## src/cpa_defines.svh

```systemverilog
// register offsets, field positions, reset values and command codes of the pcm access block
// Behaviour
// - rx3 slot enable clear ignores the slot; set routes it to channel-3 output.
// - seven-bit field picks the channel-3 receive slot, 0 to 127.
// - linear mode: high byte from programmed slot, low byte from the next.
// - writing pcm write data clears the access interrupt if raised only for writes.
// - reading pcm read data clears the access interrupt if raised only for reads.
// - write access enabled and nothing written in a frame sets write missed flag.
// - read access enabled and data unread in a frame sets read missed flag.
// - write request flag stands while awaiting data, clears after one byte written.
// - read ready flag sets on new data, clears after low then high byte read.
// - two-bit tone code per channel: none, 25Hz, 1KHz, 3KHz.
// - ringing bit set selects ringing settings; register resets to f0.
// - ringing clear and default set selects defaults; both clear selects programmed values.
// - two read-only identifiers: firmware revision and silicon revision.
// - realign byte sent max length plus one times resynchronises the command parser.
// - checksum start byte latches the checksum of configuration bytes so far.
// - block enable and kd filter commands apply only to channels set in the channel command mask.
// - front-end coefficient and timeout commands ignore the channel command mask.
// - block enable bits b and z set make that block an open circuit.
// - block enable bits r and x set make that block a short circuit.
// - kd filter command loads three 16-bit coefficients per targeted channel.
// - read access enabled: new transmit data raises interrupt and read ready.
`ifndef CPA_DEFINES_SVH
`define CPA_DEFINES_SVH

`define CPA_ADDR_RX3_SLOT 8'h59
`define CPA_ADDR_WDATA_LO 8'h5a
`define CPA_ADDR_WDATA_HI 8'h5b
`define CPA_ADDR_RDATA_LO 8'h5c
`define CPA_ADDR_RDATA_HI 8'h5d
`define CPA_ADDR_STATUS 8'h5e
`define CPA_ADDR_TONE 8'h60
`define CPA_ADDR_COEF_ST 8'h61
`define CPA_ADDR_FW_REV 8'h70
`define CPA_ADDR_SI_REV 8'h71

`define CPA_RST_RX3_SLOT 8'h00
`define CPA_RST_TONE 8'h00
`define CPA_RST_COEF_ST 8'hf0
`define CPA_RST_BLOCK 4'h0

`define CPA_SLOT_EN_BIT 7
`define CPA_ST_WMISS 0
`define CPA_ST_RMISS 1
`define CPA_ST_WREQ 2
`define CPA_ST_RRDY 3
`define CPA_BLK_B 0
`define CPA_BLK_Z 1
`define CPA_BLK_R 2
`define CPA_BLK_X 3

`define CPA_ID_REALIGN 8'h28
`define CPA_ID_CHECKSUM_START_INSTRUCTION 8'h29
`define CPA_ID_BLOCK_ENABLE_COMMAND 8'h22
`define CPA_ID_KDF 8'h30
`define CPA_ID_AFE 8'h31
`define CPA_ID_TOUT 8'h32

`define CPA_LEN_BLOCK_ENABLE_COMMAND 3'd1
`define CPA_LEN_KDF 3'd6
`define CPA_LEN_WORD 3'd2
// longest instruction is kd: one id byte and six payload bytes
`define CPA_REALIGN_NEEDED 4'd8

`define CPA_FIFO_DEPTH 8
`define CPA_FIFO_WIDTH 16

`endif

```

## src/cpa_pkg.sv

```systemverilog
// types shared by the pcm access block
`default_nettype none
package cpa_pkg;
	typedef enum logic [1:0] {
		CPA_IDLE = 2'b00,
		CPA_PAYLOAD = 2'b01
	} cpa_parse_t;

	typedef enum logic [1:0] {
		CPA_COEF_PROGRAMMED = 2'b00,
		CPA_COEF_DEFAULT = 2'b01,
		CPA_COEF_RINGING = 2'b11
	} cpa_coef_mode_t;
endpackage : cpa_pkg
`default_nettype wire

```

## src/cpa_regs.sv

```systemverilog
// pcm access control registers, command parser and channel-3 receive slot buffer
`timescale 1ns/1ps
`default_nettype none
`include "cpa_defines.svh"

// ****************************************
// sample fifo
// ****************************************
module cpa_fifo #(
	parameter int WIDTH = `CPA_FIFO_WIDTH,
	parameter int DEPTH = `CPA_FIFO_DEPTH
) (
	input wire logic clk,
	input wire logic rstn,
	input wire logic in_valid,
	output logic in_ready,
	input wire logic [WIDTH-1:0] in_data,
	output logic out_valid,
	input wire logic out_ready,
	output logic [WIDTH-1:0] out_data
);
	localparam int AW = $clog2(DEPTH);
	logic [WIDTH-1:0] mem [DEPTH];
	logic [AW:0] wptr;
	logic [AW:0] rptr;
	wire logic full = (wptr[AW] != rptr[AW]) && (wptr[AW-1:0] == rptr[AW-1:0]);
	wire logic empty = (wptr == rptr);
	assign in_ready = !full;
	assign out_valid = !empty;
	assign out_data = mem[rptr[AW-1:0]];

	always_ff @(posedge clk) begin
		if (in_valid && !full) begin
			mem[wptr[AW-1:0]] <= in_data;
		end
	end

	always_ff @(posedge clk or negedge rstn) begin
		if (!rstn) begin
			wptr <= '0;
			rptr <= '0;
		end else begin
			if (in_valid && !full) begin
				wptr <= wptr + 1'b1;
			end
			if (out_ready && !empty) begin
				rptr <= rptr + 1'b1;
			end
		end
	end
endmodule : cpa_fifo

// ****************************************
// top
// ****************************************
module cpa_regs #(
	parameter logic [7:0] FW_REV = 8'h5a, // arbitrary value
	parameter logic [7:0] SI_REV = 8'ha5 // arbitrary value
) (
	input wire logic clk,
	input wire logic rstn,
	input wire logic [7:0] reg_addr,
	input wire logic reg_wr,
	input wire logic reg_rd,
	input wire logic [7:0] reg_wdata,
	output logic [7:0] reg_rdata,
	input wire logic cmd_valid,
	input wire logic [7:0] cmd_byte,
	input wire logic [3:0] channel_command_mask,
	input wire logic linear_mode,
	input wire logic write_access_enable,
	input wire logic read_access_enable,
	input wire logic tx_pcm_valid,
	input wire logic [15:0] tx_pcm_data,
	input wire logic frame_sync,
	input wire logic pcm_bit_clk,
	input wire logic pcm_rx_input,
	output logic [15:0] rx_analog_out_ch3,
	output logic rx3_out_valid,
	input wire logic rx3_out_ready,
	output logic rx3_overrun,
	output logic [15:0] pcm_write_word,
	output logic pcm_write_valid,
	output logic pcm_access_irq,
	output logic [7:0] tone_select,
	output cpa_pkg::cpa_coef_mode_t [3:0] coeff_mode,
	output logic [3:0] b_block_open,
	output logic [3:0] z_block_open,
	output logic [3:0] r_block_short,
	output logic [3:0] x_block_short,
	output logic coeff_load_valid,
	output logic [7:0] coeff_load_cmd,
	output logic [1:0] coeff_load_index,
	output logic [15:0] coeff_load_word,
	output logic [3:0] coeff_load_chmask,
	output logic realign_done,
	output logic checksum_valid,
	output logic [15:0] checksum_value
);
	import cpa_pkg::*;

	function automatic cpa_coef_mode_t coef_mode(input logic ring, input logic dflt);
		if (ring) begin
			return CPA_COEF_RINGING;
		end else if (dflt) begin
			return CPA_COEF_DEFAULT;
		end
		return CPA_COEF_PROGRAMMED;
	endfunction : coef_mode

	// ****************************************
	// pin synchronisers and pcm frame timing
	// ****************************************
	logic [1:0] fs_sync;
	logic [1:0] bclk_sync;
	logic [1:0] dr_sync;
	logic fs_q;
	logic bclk_q;
	logic [9:0] bit_cnt;
	logic [6:0] shreg;
	always_ff @(posedge clk or negedge rstn) begin
		if (!rstn) begin
			fs_sync <= 2'h0;
			bclk_sync <= 2'h0;
			dr_sync <= 2'h0;
			fs_q <= 1'b0;
			bclk_q <= 1'b0;
		end else begin
			fs_sync <= {fs_sync[0], frame_sync};
			bclk_sync <= {bclk_sync[0], pcm_bit_clk};
			dr_sync <= {dr_sync[0], pcm_rx_input};
			fs_q <= fs_sync[1];
			bclk_q <= bclk_sync[1];
		end
	end
	wire logic frame_start = fs_sync[1] && !fs_q;
	wire logic bit_tick = bclk_sync[1] && !bclk_q;
	wire logic byte_done = bit_tick && (bit_cnt[2:0] == 3'h7);
	wire logic [7:0] rx_byte = {shreg, dr_sync[1]};
	wire logic [6:0] cur_slot = bit_cnt[9:3];

	always_ff @(posedge clk or negedge rstn) begin
		if (!rstn) begin
			bit_cnt <= 10'h000;
			shreg <= 7'h00;
		end else if (frame_start) begin
			bit_cnt <= 10'h000;
		end else if (bit_tick) begin
			bit_cnt <= bit_cnt + 10'h001;
			shreg <= {shreg[5:0], dr_sync[1]};
		end
	end

	// ****************************************
	// register file
	// ****************************************
	logic [7:0] rx3_slot_cfg;
	logic [7:0] coeff_state_select;
	logic [7:0] wdata_lo;
	logic [7:0] wdata_hi;
	logic [7:0] rdata_lo;
	logic [7:0] rdata_hi;
	logic write_missed_flag;
	logic read_missed_flag;
	logic write_request_flag;
	logic read_ready_flag;
	wire logic rx3_slot_enable = rx3_slot_cfg[`CPA_SLOT_EN_BIT];
	wire logic [6:0] rx3_slot_number = rx3_slot_cfg[6:0];
	wire logic [7:0] pcm_access_status = {4'h0, read_ready_flag, write_request_flag,
		read_missed_flag, write_missed_flag};
	wire logic wr_wdata = reg_wr && (reg_addr == `CPA_ADDR_WDATA_LO ||
		reg_addr == `CPA_ADDR_WDATA_HI);
	wire logic rd_lo = reg_rd && reg_addr == `CPA_ADDR_RDATA_LO;
	wire logic rd_hi = reg_rd && reg_addr == `CPA_ADDR_RDATA_HI;
	wire logic rd_status = reg_rd && reg_addr == `CPA_ADDR_STATUS;
	wire logic tx_take = read_access_enable && tx_pcm_valid;

	always_ff @(posedge clk or negedge rstn) begin
		if (!rstn) begin
			rx3_slot_cfg <= `CPA_RST_RX3_SLOT;
			tone_select <= `CPA_RST_TONE;
			coeff_state_select <= `CPA_RST_COEF_ST;
			wdata_lo <= 8'h00;
			wdata_hi <= 8'h00;
		end else if (reg_wr) begin
			unique case (reg_addr)
				`CPA_ADDR_RX3_SLOT: rx3_slot_cfg <= reg_wdata;
				`CPA_ADDR_TONE: tone_select <= reg_wdata;
				`CPA_ADDR_COEF_ST: coeff_state_select <= reg_wdata;
				`CPA_ADDR_WDATA_LO: wdata_lo <= reg_wdata;
				`CPA_ADDR_WDATA_HI: wdata_hi <= reg_wdata;
				default: ;
			endcase
		end
	end

	always_ff @(posedge clk or negedge rstn) begin
		if (!rstn) begin
			reg_rdata <= 8'h00;
		end else if (reg_rd) begin
			unique case (reg_addr)
				`CPA_ADDR_RX3_SLOT: reg_rdata <= rx3_slot_cfg;
				`CPA_ADDR_WDATA_LO: reg_rdata <= wdata_lo;
				`CPA_ADDR_WDATA_HI: reg_rdata <= wdata_hi;
				`CPA_ADDR_RDATA_LO: reg_rdata <= rdata_lo;
				`CPA_ADDR_RDATA_HI: reg_rdata <= rdata_hi;
				`CPA_ADDR_STATUS: reg_rdata <= pcm_access_status;
				`CPA_ADDR_TONE: reg_rdata <= tone_select;
				`CPA_ADDR_COEF_ST: reg_rdata <= coeff_state_select;
				`CPA_ADDR_FW_REV: reg_rdata <= FW_REV;
				`CPA_ADDR_SI_REV: reg_rdata <= SI_REV;
				default: reg_rdata <= 8'h00;
			endcase
		end
	end

	always_ff @(posedge clk or negedge rstn) begin
		if (!rstn) begin
			for (int ch = 0; ch < 4; ch++) begin
				coeff_mode[ch] <= CPA_COEF_DEFAULT;
			end
		end else begin
			for (int ch = 0; ch < 4; ch++) begin
				coeff_mode[ch] <= coef_mode(coeff_state_select[ch],
					coeff_state_select[ch+4]);
			end
		end
	end

	// ****************************************
	// processor write access to pcm data
	// ****************************************
	logic written;
	logic irq_wr_src;
	logic irq_rd_src;
	always_ff @(posedge clk or negedge rstn) begin
		if (!rstn) begin
			written <= 1'b0;
			write_request_flag <= 1'b0;
			write_missed_flag <= 1'b0;
			pcm_write_word <= 16'h0000;
			pcm_write_valid <= 1'b0;
		end else begin
			pcm_write_valid <= frame_start && write_access_enable;
			if (frame_start && write_access_enable) begin
				// old value repeats when nothing new arrived
				pcm_write_word <= linear_mode ? {wdata_hi, wdata_lo} : {8'h00, wdata_lo};
			end
			if (frame_start) begin
				written <= 1'b0;
			end else if (wr_wdata) begin
				written <= 1'b1;
			end
			if (frame_start && write_access_enable) begin
				write_request_flag <= 1'b1;
			end else if (wr_wdata) begin
				write_request_flag <= 1'b0;
			end
			if (frame_start && write_access_enable && !written) begin
				write_missed_flag <= 1'b1;
			end else if (rd_status) begin
				write_missed_flag <= 1'b0;
			end
		end
	end

	// ****************************************
	// processor read access to pcm data
	// ****************************************
	logic lo_read;
	always_ff @(posedge clk or negedge rstn) begin
		if (!rstn) begin
			rdata_lo <= 8'h00;
			rdata_hi <= 8'h00;
			read_ready_flag <= 1'b0;
			lo_read <= 1'b0;
			read_missed_flag <= 1'b0;
		end else begin
			if (tx_take) begin
				rdata_lo <= tx_pcm_data[7:0];
				rdata_hi <= tx_pcm_data[15:8];
				read_ready_flag <= 1'b1;
				lo_read <= 1'b0;
			end else if (rd_lo) begin
				lo_read <= 1'b1;
			end else if (rd_hi && lo_read) begin
				read_ready_flag <= 1'b0;
				lo_read <= 1'b0;
			end
			if (tx_take && read_ready_flag) begin
				read_missed_flag <= 1'b1;
			end else if (rd_status) begin
				read_missed_flag <= 1'b0;
			end
		end
	end

	// ****************************************
	// access interrupt
	// ****************************************
	always_ff @(posedge clk or negedge rstn) begin
		if (!rstn) begin
			irq_wr_src <= 1'b0;
			irq_rd_src <= 1'b0;
			pcm_access_irq <= 1'b0;
		end else begin
			if (frame_start && write_access_enable) begin
				irq_wr_src <= 1'b1;
			end else if (wr_wdata && !irq_rd_src) begin
				irq_wr_src <= 1'b0;
			end
			if (tx_take) begin
				irq_rd_src <= 1'b1;
			end else if ((rd_lo || rd_hi) && !irq_wr_src) begin
				irq_rd_src <= 1'b0;
			end
			pcm_access_irq <= irq_wr_src || irq_rd_src;
		end
	end

	// ****************************************
	// channel-3 receive slot capture
	// ****************************************
	logic [7:0] hi_byte;
	logic push;
	logic [15:0] push_word;
	logic fifo_in_ready;
	logic fifo_out_valid;
	logic [15:0] fifo_out_data;
	wire logic pull = fifo_out_valid && (!rx3_out_valid || rx3_out_ready);
	always_ff @(posedge clk or negedge rstn) begin
		if (!rstn) begin
			hi_byte <= 8'h00;
			push <= 1'b0;
			push_word <= 16'h0000;
			rx3_overrun <= 1'b0;
		end else begin
			push <= 1'b0;
			if (byte_done && rx3_slot_enable) begin
				if (cur_slot == rx3_slot_number) begin
					hi_byte <= rx_byte;
					if (!linear_mode) begin
						push <= 1'b1;
						push_word <= {8'h00, rx_byte};
					end
				end else if (linear_mode && cur_slot == rx3_slot_number + 7'h01) begin
					push <= 1'b1;
					push_word <= {hi_byte, rx_byte};
				end
			end
			if (push && !fifo_in_ready) begin
				rx3_overrun <= 1'b1;
			end else if (rd_status) begin
				rx3_overrun <= 1'b0;
			end
		end
	end

	cpa_fifo #(.WIDTH(`CPA_FIFO_WIDTH), .DEPTH(`CPA_FIFO_DEPTH)) u_fifo (
		.clk(clk),
		.rstn(rstn),
		.in_valid(push),
		.in_ready(fifo_in_ready),
		.in_data(push_word),
		.out_valid(fifo_out_valid),
		.out_ready(pull),
		.out_data(fifo_out_data)
	);

	always_ff @(posedge clk or negedge rstn) begin
		if (!rstn) begin
			rx3_out_valid <= 1'b0;
			rx_analog_out_ch3 <= 16'h0000;
		end else if (pull) begin
			rx3_out_valid <= 1'b1;
			rx_analog_out_ch3 <= fifo_out_data;
		end else if (rx3_out_ready) begin
			rx3_out_valid <= 1'b0;
		end
	end

	// ****************************************
	// command parser
	// ****************************************
	cpa_parse_t state;
	logic [7:0] cur_cmd;
	logic [2:0] remaining;
	logic [2:0] taken;
	logic [7:0] low_byte;
	logic [3:0] realign_cnt;
	logic [15:0] checksum_acc;
	wire logic realign_hit = cmd_valid && cmd_byte == `CPA_ID_REALIGN &&
		realign_cnt == `CPA_REALIGN_NEEDED - 4'd1;
	wire logic [3:0] target = (cur_cmd == `CPA_ID_AFE || cur_cmd == `CPA_ID_TOUT) ?
		4'hf : channel_command_mask;

	always_ff @(posedge clk or negedge rstn) begin
		if (!rstn) begin
			realign_cnt <= 4'd0;
			realign_done <= 1'b0;
			checksum_acc <= 16'h0000;
			checksum_valid <= 1'b0;
			checksum_value <= 16'h0000;
		end else begin
			realign_done <= realign_hit;
			checksum_valid <= 1'b0;
			if (cmd_valid) begin
				realign_cnt <= (cmd_byte != `CPA_ID_REALIGN || realign_hit) ? 4'd0 :
					realign_cnt + 4'd1;
				checksum_acc <= checksum_acc + {8'h00, cmd_byte};
			end
			if (cmd_valid && state == CPA_IDLE && cmd_byte == `CPA_ID_CHECKSUM_START_INSTRUCTION) begin
				checksum_valid <= 1'b1;
				checksum_value <= checksum_acc;
			end
		end
	end

	always_ff @(posedge clk or negedge rstn) begin
		if (!rstn) begin
			state <= CPA_IDLE;
			cur_cmd <= 8'h00;
			remaining <= 3'd0;
			taken <= 3'd0;
			low_byte <= 8'h00;
			coeff_load_valid <= 1'b0;
			coeff_load_cmd <= 8'h00;
			coeff_load_index <= 2'd0;
			coeff_load_word <= 16'h0000;
			coeff_load_chmask <= 4'h0;
			b_block_open <= `CPA_RST_BLOCK;
			z_block_open <= `CPA_RST_BLOCK;
			r_block_short <= `CPA_RST_BLOCK;
			x_block_short <= `CPA_RST_BLOCK;
		end else begin
			coeff_load_valid <= 1'b0;
			if (realign_hit) begin
				state <= CPA_IDLE;
			end else if (cmd_valid) begin
				unique case (state)
					CPA_IDLE: begin
						cur_cmd <= cmd_byte;
						taken <= 3'd0;
						state <= CPA_PAYLOAD;
						unique case (cmd_byte)
							`CPA_ID_BLOCK_ENABLE_COMMAND: remaining <= `CPA_LEN_BLOCK_ENABLE_COMMAND;
							`CPA_ID_KDF: remaining <= `CPA_LEN_KDF;
							`CPA_ID_AFE, `CPA_ID_TOUT: remaining <= `CPA_LEN_WORD;
							default: state <= CPA_IDLE;
						endcase
					end
					CPA_PAYLOAD: begin
						remaining <= remaining - 3'd1;
						taken <= taken + 3'd1;
						if (remaining == 3'd1) begin
							state <= CPA_IDLE;
						end
						if (cur_cmd == `CPA_ID_BLOCK_ENABLE_COMMAND) begin
							for (int ch = 0; ch < 4; ch++) begin
								if (channel_command_mask[ch]) begin
									b_block_open[ch] <= cmd_byte[`CPA_BLK_B];
									z_block_open[ch] <= cmd_byte[`CPA_BLK_Z];
									r_block_short[ch] <= cmd_byte[`CPA_BLK_R];
									x_block_short[ch] <= cmd_byte[`CPA_BLK_X];
								end
							end
						end else if (!taken[0]) begin
							low_byte <= cmd_byte;
						end else begin
							coeff_load_valid <= 1'b1;
							coeff_load_cmd <= cur_cmd;
							coeff_load_index <= taken[2:1];
							coeff_load_word <= {cmd_byte, low_byte};
							coeff_load_chmask <= target;
						end
					end
					default: state <= CPA_IDLE;
				endcase
			end
		end
	end

	// ****************************************
	// assertions
	// ****************************************
	property p_slot_off;
		@(posedge clk) disable iff (!rstn) !rx3_slot_enable && !$past(rx3_slot_enable) |-> !push;
	endproperty
	a_slot_off: assert property (p_slot_off) else $error("push with slot disabled");
	property p_wr_clear;
		@(posedge clk) disable iff (!rstn)
		wr_wdata && !irq_rd_src && !(frame_start && write_access_enable) |=> !irq_wr_src;
	endproperty
	a_wr_clear: assert property (p_wr_clear) else $error("write did not clear irq");
	property p_rd_clear;
		@(posedge clk) disable iff (!rstn) rd_lo && !irq_wr_src && !tx_take |=> !irq_rd_src;
	endproperty
	a_rd_clear: assert property (p_rd_clear) else $error("read did not clear irq");
	property p_wmiss;
		@(posedge clk) disable iff (!rstn)
		frame_start && write_access_enable && !written |=> write_missed_flag;
	endproperty
	a_wmiss: assert property (p_wmiss) else $error("write miss not flagged");
	property p_rmiss;
		@(posedge clk) disable iff (!rstn) tx_take && read_ready_flag |=> read_missed_flag;
	endproperty
	a_rmiss: assert property (p_rmiss) else $error("read miss not flagged");
	property p_rrdy;
		@(posedge clk) disable iff (!rstn) tx_take |=> read_ready_flag ##1 pcm_access_irq;
	endproperty
	a_rrdy: assert property (p_rrdy) else $error("read ready or irq missing");
	property p_rrdy_hold;
		@(posedge clk) disable iff (!rstn) read_ready_flag && !lo_read && !tx_take |=> read_ready_flag;
	endproperty
	a_rrdy_hold: assert property (p_rrdy_hold) else $error("read ready dropped early");
	property p_realign;
		@(posedge clk) disable iff (!rstn) realign_hit |=> state == CPA_IDLE && realign_done;
	endproperty
	a_realign: assert property (p_realign) else $error("realign failed");
	property p_mask;
		@(posedge clk) disable iff (!rstn)
		coeff_load_valid && coeff_load_cmd == `CPA_ID_KDF |->
			coeff_load_chmask == $past(channel_command_mask);
	endproperty
	a_mask: assert property (p_mask) else $error("kd load mask wrong");
	property p_nomask;
		@(posedge clk) disable iff (!rstn)
		coeff_load_valid && (coeff_load_cmd == `CPA_ID_TOUT || coeff_load_cmd == `CPA_ID_AFE) |->
			coeff_load_chmask == 4'hf;
	endproperty
	a_nomask: assert property (p_nomask) else $error("unmasked load masked");
	c_linear: cover property (@(posedge clk) disable iff (!rstn) push && linear_mode);
	c_kd_last: cover property (@(posedge clk) disable iff (!rstn)
		coeff_load_valid && coeff_load_index == 2'd2);
	c_overrun: cover property (@(posedge clk) disable iff (!rstn) rx3_overrun);
	c_both_irq: cover property (@(posedge clk) disable iff (!rstn) irq_wr_src && irq_rd_src);
endmodule : cpa_regs
`default_nettype wire

```

## config.mk

```make
export PLATFORM = sky130hd
export DESIGN_NAME = cpa_regs
export DESIGN_NICKNAME = d
export VERILOG_FILES = /design/src/cpa_pkg.sv /design/src/cpa_regs.sv
export VERILOG_INCLUDE_DIRS = /design/src
export SDC_FILE = /design/constraint.sdc
export NUM_CORES = 1
export LEC_CHECK = 0
export BUFFER_PORTS_ARGS = -buffer_cell sky130_fd_sc_hd__buf_2
export CAP_MARGIN = 20
export CORE_MARGIN = 5
export CORE_UTILIZATION = 45
export CTS_BUF_LIST = sky130_fd_sc_hd__clkbuf_2 sky130_fd_sc_hd__clkbuf_4 sky130_fd_sc_hd__clkbuf_8
export CTS_CLUSTER_SIZE = 10
export DETAILED_ROUTE_END_ITERATION = 10
export PLACE_DENSITY = 0.68
export REMOVE_ABC_BUFFERS = 1
export SLEW_MARGIN = 20
export SYNTH_ARGS = -nofsm -noshare
export SYNTH_HDL_FRONTEND = slang
export SYNTH_SLANG_ARGS = --single-unit
```

## constraint.sdc

```tcl
create_clock -name clk -period 3.45 [get_ports clk]
set_clock_uncertainty 0.1 [all_clocks]
set_input_delay 0.5175 -clock clk [delete_from_list [all_inputs] [get_ports clk]]
set_output_delay 0.5175 -clock clk [all_outputs]
set_load 0.01 [all_outputs]
```

* Yosys cells after proc, flatten, opt, wreduce, memory -nomap -nowiden *
Memory sizes are Yosys's and may differ from the RTL's. A register that Yosys moved wholly into a read port is not among the register bits.
Index checks and enable logic that the tools add are counted.

storage, ports and cells
  bits in registers = 267
  latch bits = 0
  bits in writable memories = 128
  memory bits (read-only) = 0
  input port bits = 57
  output and inout bits = 125
  logic and storage cells = 258
  memories kept = 1

memories
  name        words  bits a word  rd ports  clocked after Yosys merged registers in  wr ports  RTL line        RTL
  u_fifo.mem  8      16           1         1                                        1         cpa_regs.sv:23  logic [WIDTH-1:0] mem [DEPTH];

cells by class
  add/sub/neg operators = 8
  multiply operators = 0
  div/mod/pow operators = 0
  $lt $le $gt $ge = 0
  equality and inequality tests = 33
  shift operators = 0
  muxes and demuxes = 68
  bitwise operators = 4
  reduce and logical (&&, ||, !) cells = 76

operators with widths
  kind                     number
  $eq A8 B7 Y1 const B     10
  $pmux W8 S10             1
  $eq A8 B6 Y1 const B     9
  $mux W16                 4
  $mux W1                  40
  $mux W2                  15
  $reduce_and A5 Y1        6
  $reduce_bool A2 Y1       13
  $logic_and A1 B1 Y1      25
  $mux W10                 2
  $reduce_and A2 Y1        9
  $add A16 B8 Y16          1
  $eq A7 B7 Y1             2
  $add A4 B1 Y4 const B    3
  $pmux W3 S2              2
  $add A10 B1 Y10 const B  1
  $logic_not A1 Y1         9
  $pmux W3 S3              1
  $reduce_and A3 Y1        3
  $mux W4                  2
  $ne A8 B6 Y1 const B     1
  $add A7 B1 Y7 const B    1
  $logic_or A1 B1 Y1       6
  $eq A4 B3 Y1 const B     1
  19 further kinds         22

* Logic depth before layout (Yosys ltp) *
  word-level depth = 6
  gate-level depth with buffers = 9
  depth with buffers taken out = 8

* Cells and area by module *
A second synthesis with hierarchy kept.

unflattened totals
  cell total of the unflattened synthesis = 1172
  area, all modules = 17262.8 um2

modules (own cells, without submodules)
  module    instances  cells each  area each (um2)  sequential area each (um2)
  cpa_regs  1          929         11746.3          6866.6
  cpa_fifo  1          243         5516.5           4043.9

* Worst setup path after synthesis *
No wires, ideal clock.

  kind = register to register
  start point = reg u_fifo.rptr[2]
  end point = mem u_fifo.mem[0][0] in the netlist's numbering, enable pin
  setup time = 0.409 ns
  arrival time = 2.525 ns
  slack = 0.416 ns
  stages on the path, launching flop included = 8
  path buffers = 2
  period minus slack after synthesis = 3.034 ns
  cell sequence = dfrtp_1 clkbuf_1 xnor2_1 nand4_1 and2_1 clkbuf_1 nand2b_1 nor3_1

on the way
  longest elaborated chain between the ends = 6

ends and longest elaborated chain
  element                        RTL line        RTL
  from (decl)                    cpa_regs.sv:25  logic [AW:0] rptr;
  from (signal assigned)         cpa_regs.sv:47  rptr <= rptr + 1'b1;
  $eq A3 B3 Y1                   cpa_regs.sv:26  wire logic full = (wptr[AW] != rptr[AW]) && (wptr[AW-1:0] == rptr[AW-1:0]);
  $logic_and A1 B1 Y1            cpa_regs.sv:26
  $logic_not A1 Y1               -
  $logic_and A1 B1 Y1            cpa_regs.sv:33  if (in_valid && !full) begin
  $mux W1                        cpa_regs.sv:33
  $mux W1 (implied by the code)  cpa_regs.sv:34  mem[wptr[AW-1:0]] <= in_data;
  to (decl)                      cpa_regs.sv:23

Every way passes these cells.

* Worst setup path after layout *
  start point = reg rx3_slot_cfg[1]
  end point = reg push_word[2]

on the way
  longest elaborated chain between the ends = 5

ends and longest elaborated chain
  element                              RTL line         RTL
  from (decl)                          cpa_regs.sv:157  logic [7:0] rx3_slot_cfg;
  from (signal assigned)               cpa_regs.sv:180  rx3_slot_cfg <= `CPA_RST_RX3_SLOT;
  from (signal assigned)               cpa_regs.sv:187  `CPA_ADDR_RX3_SLOT: rx3_slot_cfg <= reg_wdata;
  $add A7 B1 Y7                        cpa_regs.sv:346  end else if (linear_mode && cur_slot == rx3_slot_number + 7'h01) begin
  $eq A7 B7 Y1                         cpa_regs.sv:346
  $logic_and A1 B1 Y1                  cpa_regs.sv:346
  $reduce_bool A2 Y1 (no source line)  -
  $reduce_and A3 Y1 (no source line)   -
  to (signal assigned)                 cpa_regs.sv:344  push_word <= {8'h00, rx_byte};
  to (signal assigned)                 cpa_regs.sv:348  push_word <= {hi_byte, rx_byte};
  to (decl)                            cpa_regs.sv:326  logic [15:0] push_word;

Parallel ways exist; a longest one is shown, timed or not.
A chain may end at the register's enable or synchronous reset.

==> flow_metrics.tcl <==
set metrics [dict create \
    status "finished clean" \
    drv_cap 0 \
    drt_iter0_drc 479 \
    timing_worst_setup_path_type "flop to flop" \
    setup_viol 0 \
    num_vias 10300 \
    crit_required_ns 3.83 \
    synthToLayoutAreaGrowth_pct 19.06 \
    synth-seq-area-share_pct 64.50 \
    rsz0062_at_grt "false" \
    r2r_start "rx3_slot_cfg[1]" \
    detailed_place.area_sq_um 18500 \
    firstDrtPassIters 7 \
    clock_latency_ns 0.61 \
    max_freq_mhz 362.1 \
    reg2regPathDepth 8 \
    finalHoldViolCount 0 \
    dp_slack_ns 0.5804 \
    drive_gt1_share_pct 36.85 \
    io_pins 182 \
    synthCells 1191 \
    postSynthAreaPerCell_sq_um 14.20 \
    finalPower_mw 12.73 \
    cts_inserted_buffers 70 \
    worst-path-max-fanout 17 \
    netlist_area_sq_um 16910 \
    slew_viol_final 0 \
    grt_pass1_wl_mm 60.07 \
    worstSetupEndpoint "push_word[2]" \
    vias_per_cell 5.173 \
    startpoint "rx3_slot_cfg[1]" \
    initial_core_util_pct 45.23 \
    post_drt_wl_per_cell_um 18.48 \
    critPathLaunchType "flop" \
    synth_top_area_cell "dfrtp_1" \
    tightest_slew_ns 0.8308 \
    routed_wl_mm 36.80 \
    setup_slack_ns 0.6884 \
    ys.flop_type "dfrtp_1" \
    place.gp.congestion 0.8432 \
    finalCriticalPeriod_ns 2.762 \
    rows 71 \
    cts.sink_count 410 \
    grt_antenna_before_repair 2 \
    grt_max_degree 88 \
    final_nets 1504 \
    maxSlewHeadroom_pct 44.48 \
    synth_edf_count 128 \
    drc 0 \
    ys_ff_latch 410 \
    htreeDepth 3 \
    ant_nets 0 \
    yosys-top-cells-area "dfrtp_1 41%, edfxtp_1 23%, mux2_2 10%" \
    r2r_setup_slack_ns 0.69 \
    fin_crit_sh_pct 80.05 \
    path_clk_slew_ns 0.06 \
    whs_ns 0.04753 \
    grt_usage_pct 18.09 \
    finalSetupTns_ns 0 \
    cp_data_arrival_time_ns 3.14 \
    power_per_cell_area_nw_per_um2 632.2 \
    dieArea_sq_um 41570 \
    cts_root_buffer "clkbuf_8" \
    cts_buffer_depth 3 \
    post-dp-hpwl_mm 24.65 \
    vdd.ir_drop.worst_uv 313.6 \
    min_path_type "input pin to flop" \
    p_leak_nw 8.848 \
    final_common_cell "dfrtp_1" \
    cp-end-kind "flop" \
    cts_tree "built" \
    portBuffers 181 \
    yosysWarnings 0 \
    die_h_um 203.9 \
    r2r-end "push_word[2]" \
    yosysTopAreaCellShare_pct 40.54 \
    holdPathStages 2 \
    globalRoute.totalOverflow 0 \
    async_flop_share_pct 68.78 \
    mostFrequentLayoutCells "273 x dfrtp_1, 180 x buf_2, 154 x mux2_2" \
    core_area_sq_um 37400 \
    yosysUniqueCellTypes 68 \
    final_area_sq_um 20140 \
    grt_pass1_vias 11030 \
    die_width_um 203.9 \
]
==> per-stage QoR <==
step	utilization, %	std cells
final	53.85	1991
after global routing	53.85	1991
after CTS	53.84	1990
after detailed placement	49.47	1854
after global placement	49.47	1854
after floorplan	-	1135
==> critical path: stages (launching register included) <==
cell and delay, ns:
dfrtp_1 0.45, ha_1 0.25, and2_1 0.18, a211o_1 0.29
a31oi_1 0.30, a211oi_4 0.04, buf_4 0.19, nor2b_2 0.49
mux2_4 0.35
==> registers in the layout, indices dropped and copies added, names as in the netlist, 10 cells and up <==
register / count
checksum_acc: 16
push_word: 16
coeff_load_word: 16
bit_cnt: 10
checksum_value: 16
pcm_write_word: 16
u_fifo.mem: 128
rx_analog_out_ch3: 16
==> cell families (layout without fill, tap and decap cells) <==
family	Yosys count	in the layout	share of synthesized area, %
AOI/OAI and AO/OA	132	132	4.890
adders and majority gates	18	18	1.376
buffers and inverters	79	367	1.908
and+or+nand+nor	287	287	8.225
DFF	410	410	64.50
muxes	221	221	16.82
other	0	1	0
xor gates and xnor gates	44	44	2.278
==> timing repair <==
action,CTS,global route
hold buffers,14,0
endpoints found under the hold margin,95,0
buffers inserted,0,0
resized for setup,0,0
==> report_power, final <==
group / internal (mW) / leakage [nW] / switching [mW]
sequential: 5.54 / 4.68 / 0.404
combinational: 1.06 / 3.39 / 1.15
clock: 2.63 / 0.777 / 1.95
total: 9.23 / 8.85 / 3.50
==> cells in the mapped netlist (all sizes together) (2+ instances only) <==
library cell  instances
clkbuf               38
xor2                 16
nor2b                12
o21ai                62
and4                  4
a21oi                21
o21bai                2
and3                  9
nor4b                 3
nand3b                4
o31a                  2
nor3b                 4
or4b                  2
nand4                10
nand2b               10
dfrtp               274
or3                   3
nand2               116
or2                   5
mux4                 32
o21a                  3
nor4                  4
nor2                 60
nor3                  9
a32o                  4
inv                  22
a211oi                3
dfstp                 8
mux2                162
o22ai                11
a22o                  5
a221oi                3
edfxtp              128
nand3                24
buf                  18
a211o                 2
ha                   17
xnor2                28
and2                  6
a22oi                 4
mux2i                27
==> worst min path at each step <==
stage,from,end
6_report,tx_pcm_data[12],rdata_hi[4]
3_3_place_gp,fs_sync[0],fs_sync[1]
4_1_cts,tx_pcm_data[12],rdata_hi[4]
2_1_floorplan,rstn,b_block_open[0]
5_1_grt,tx_pcm_data[12],rdata_hi[4]
3_5_place_dp,dr_sync[0],dr_sync[1]
==> layout make-up <==
class	count	area (sq um)
antenna	1	2.502
clock buffer	102	1279
clock inverter	20	216.5
fill	3111	17260
inverter	23	86.33
multi-input combinational	702	5695
sequential	410	10910
tap	511	639.4
timing repair buffer	222	1309
==> routing by layer <==
metal	wire length, um	part of all wire, %	global-route usage (%)
met1	15850	43	24.19
met2	18040	49	29.23
met3	1904	5.2	4.538
met4	984	2.7	6.071
met5	18	0.049	0
(Power assumes the default switching activity.)
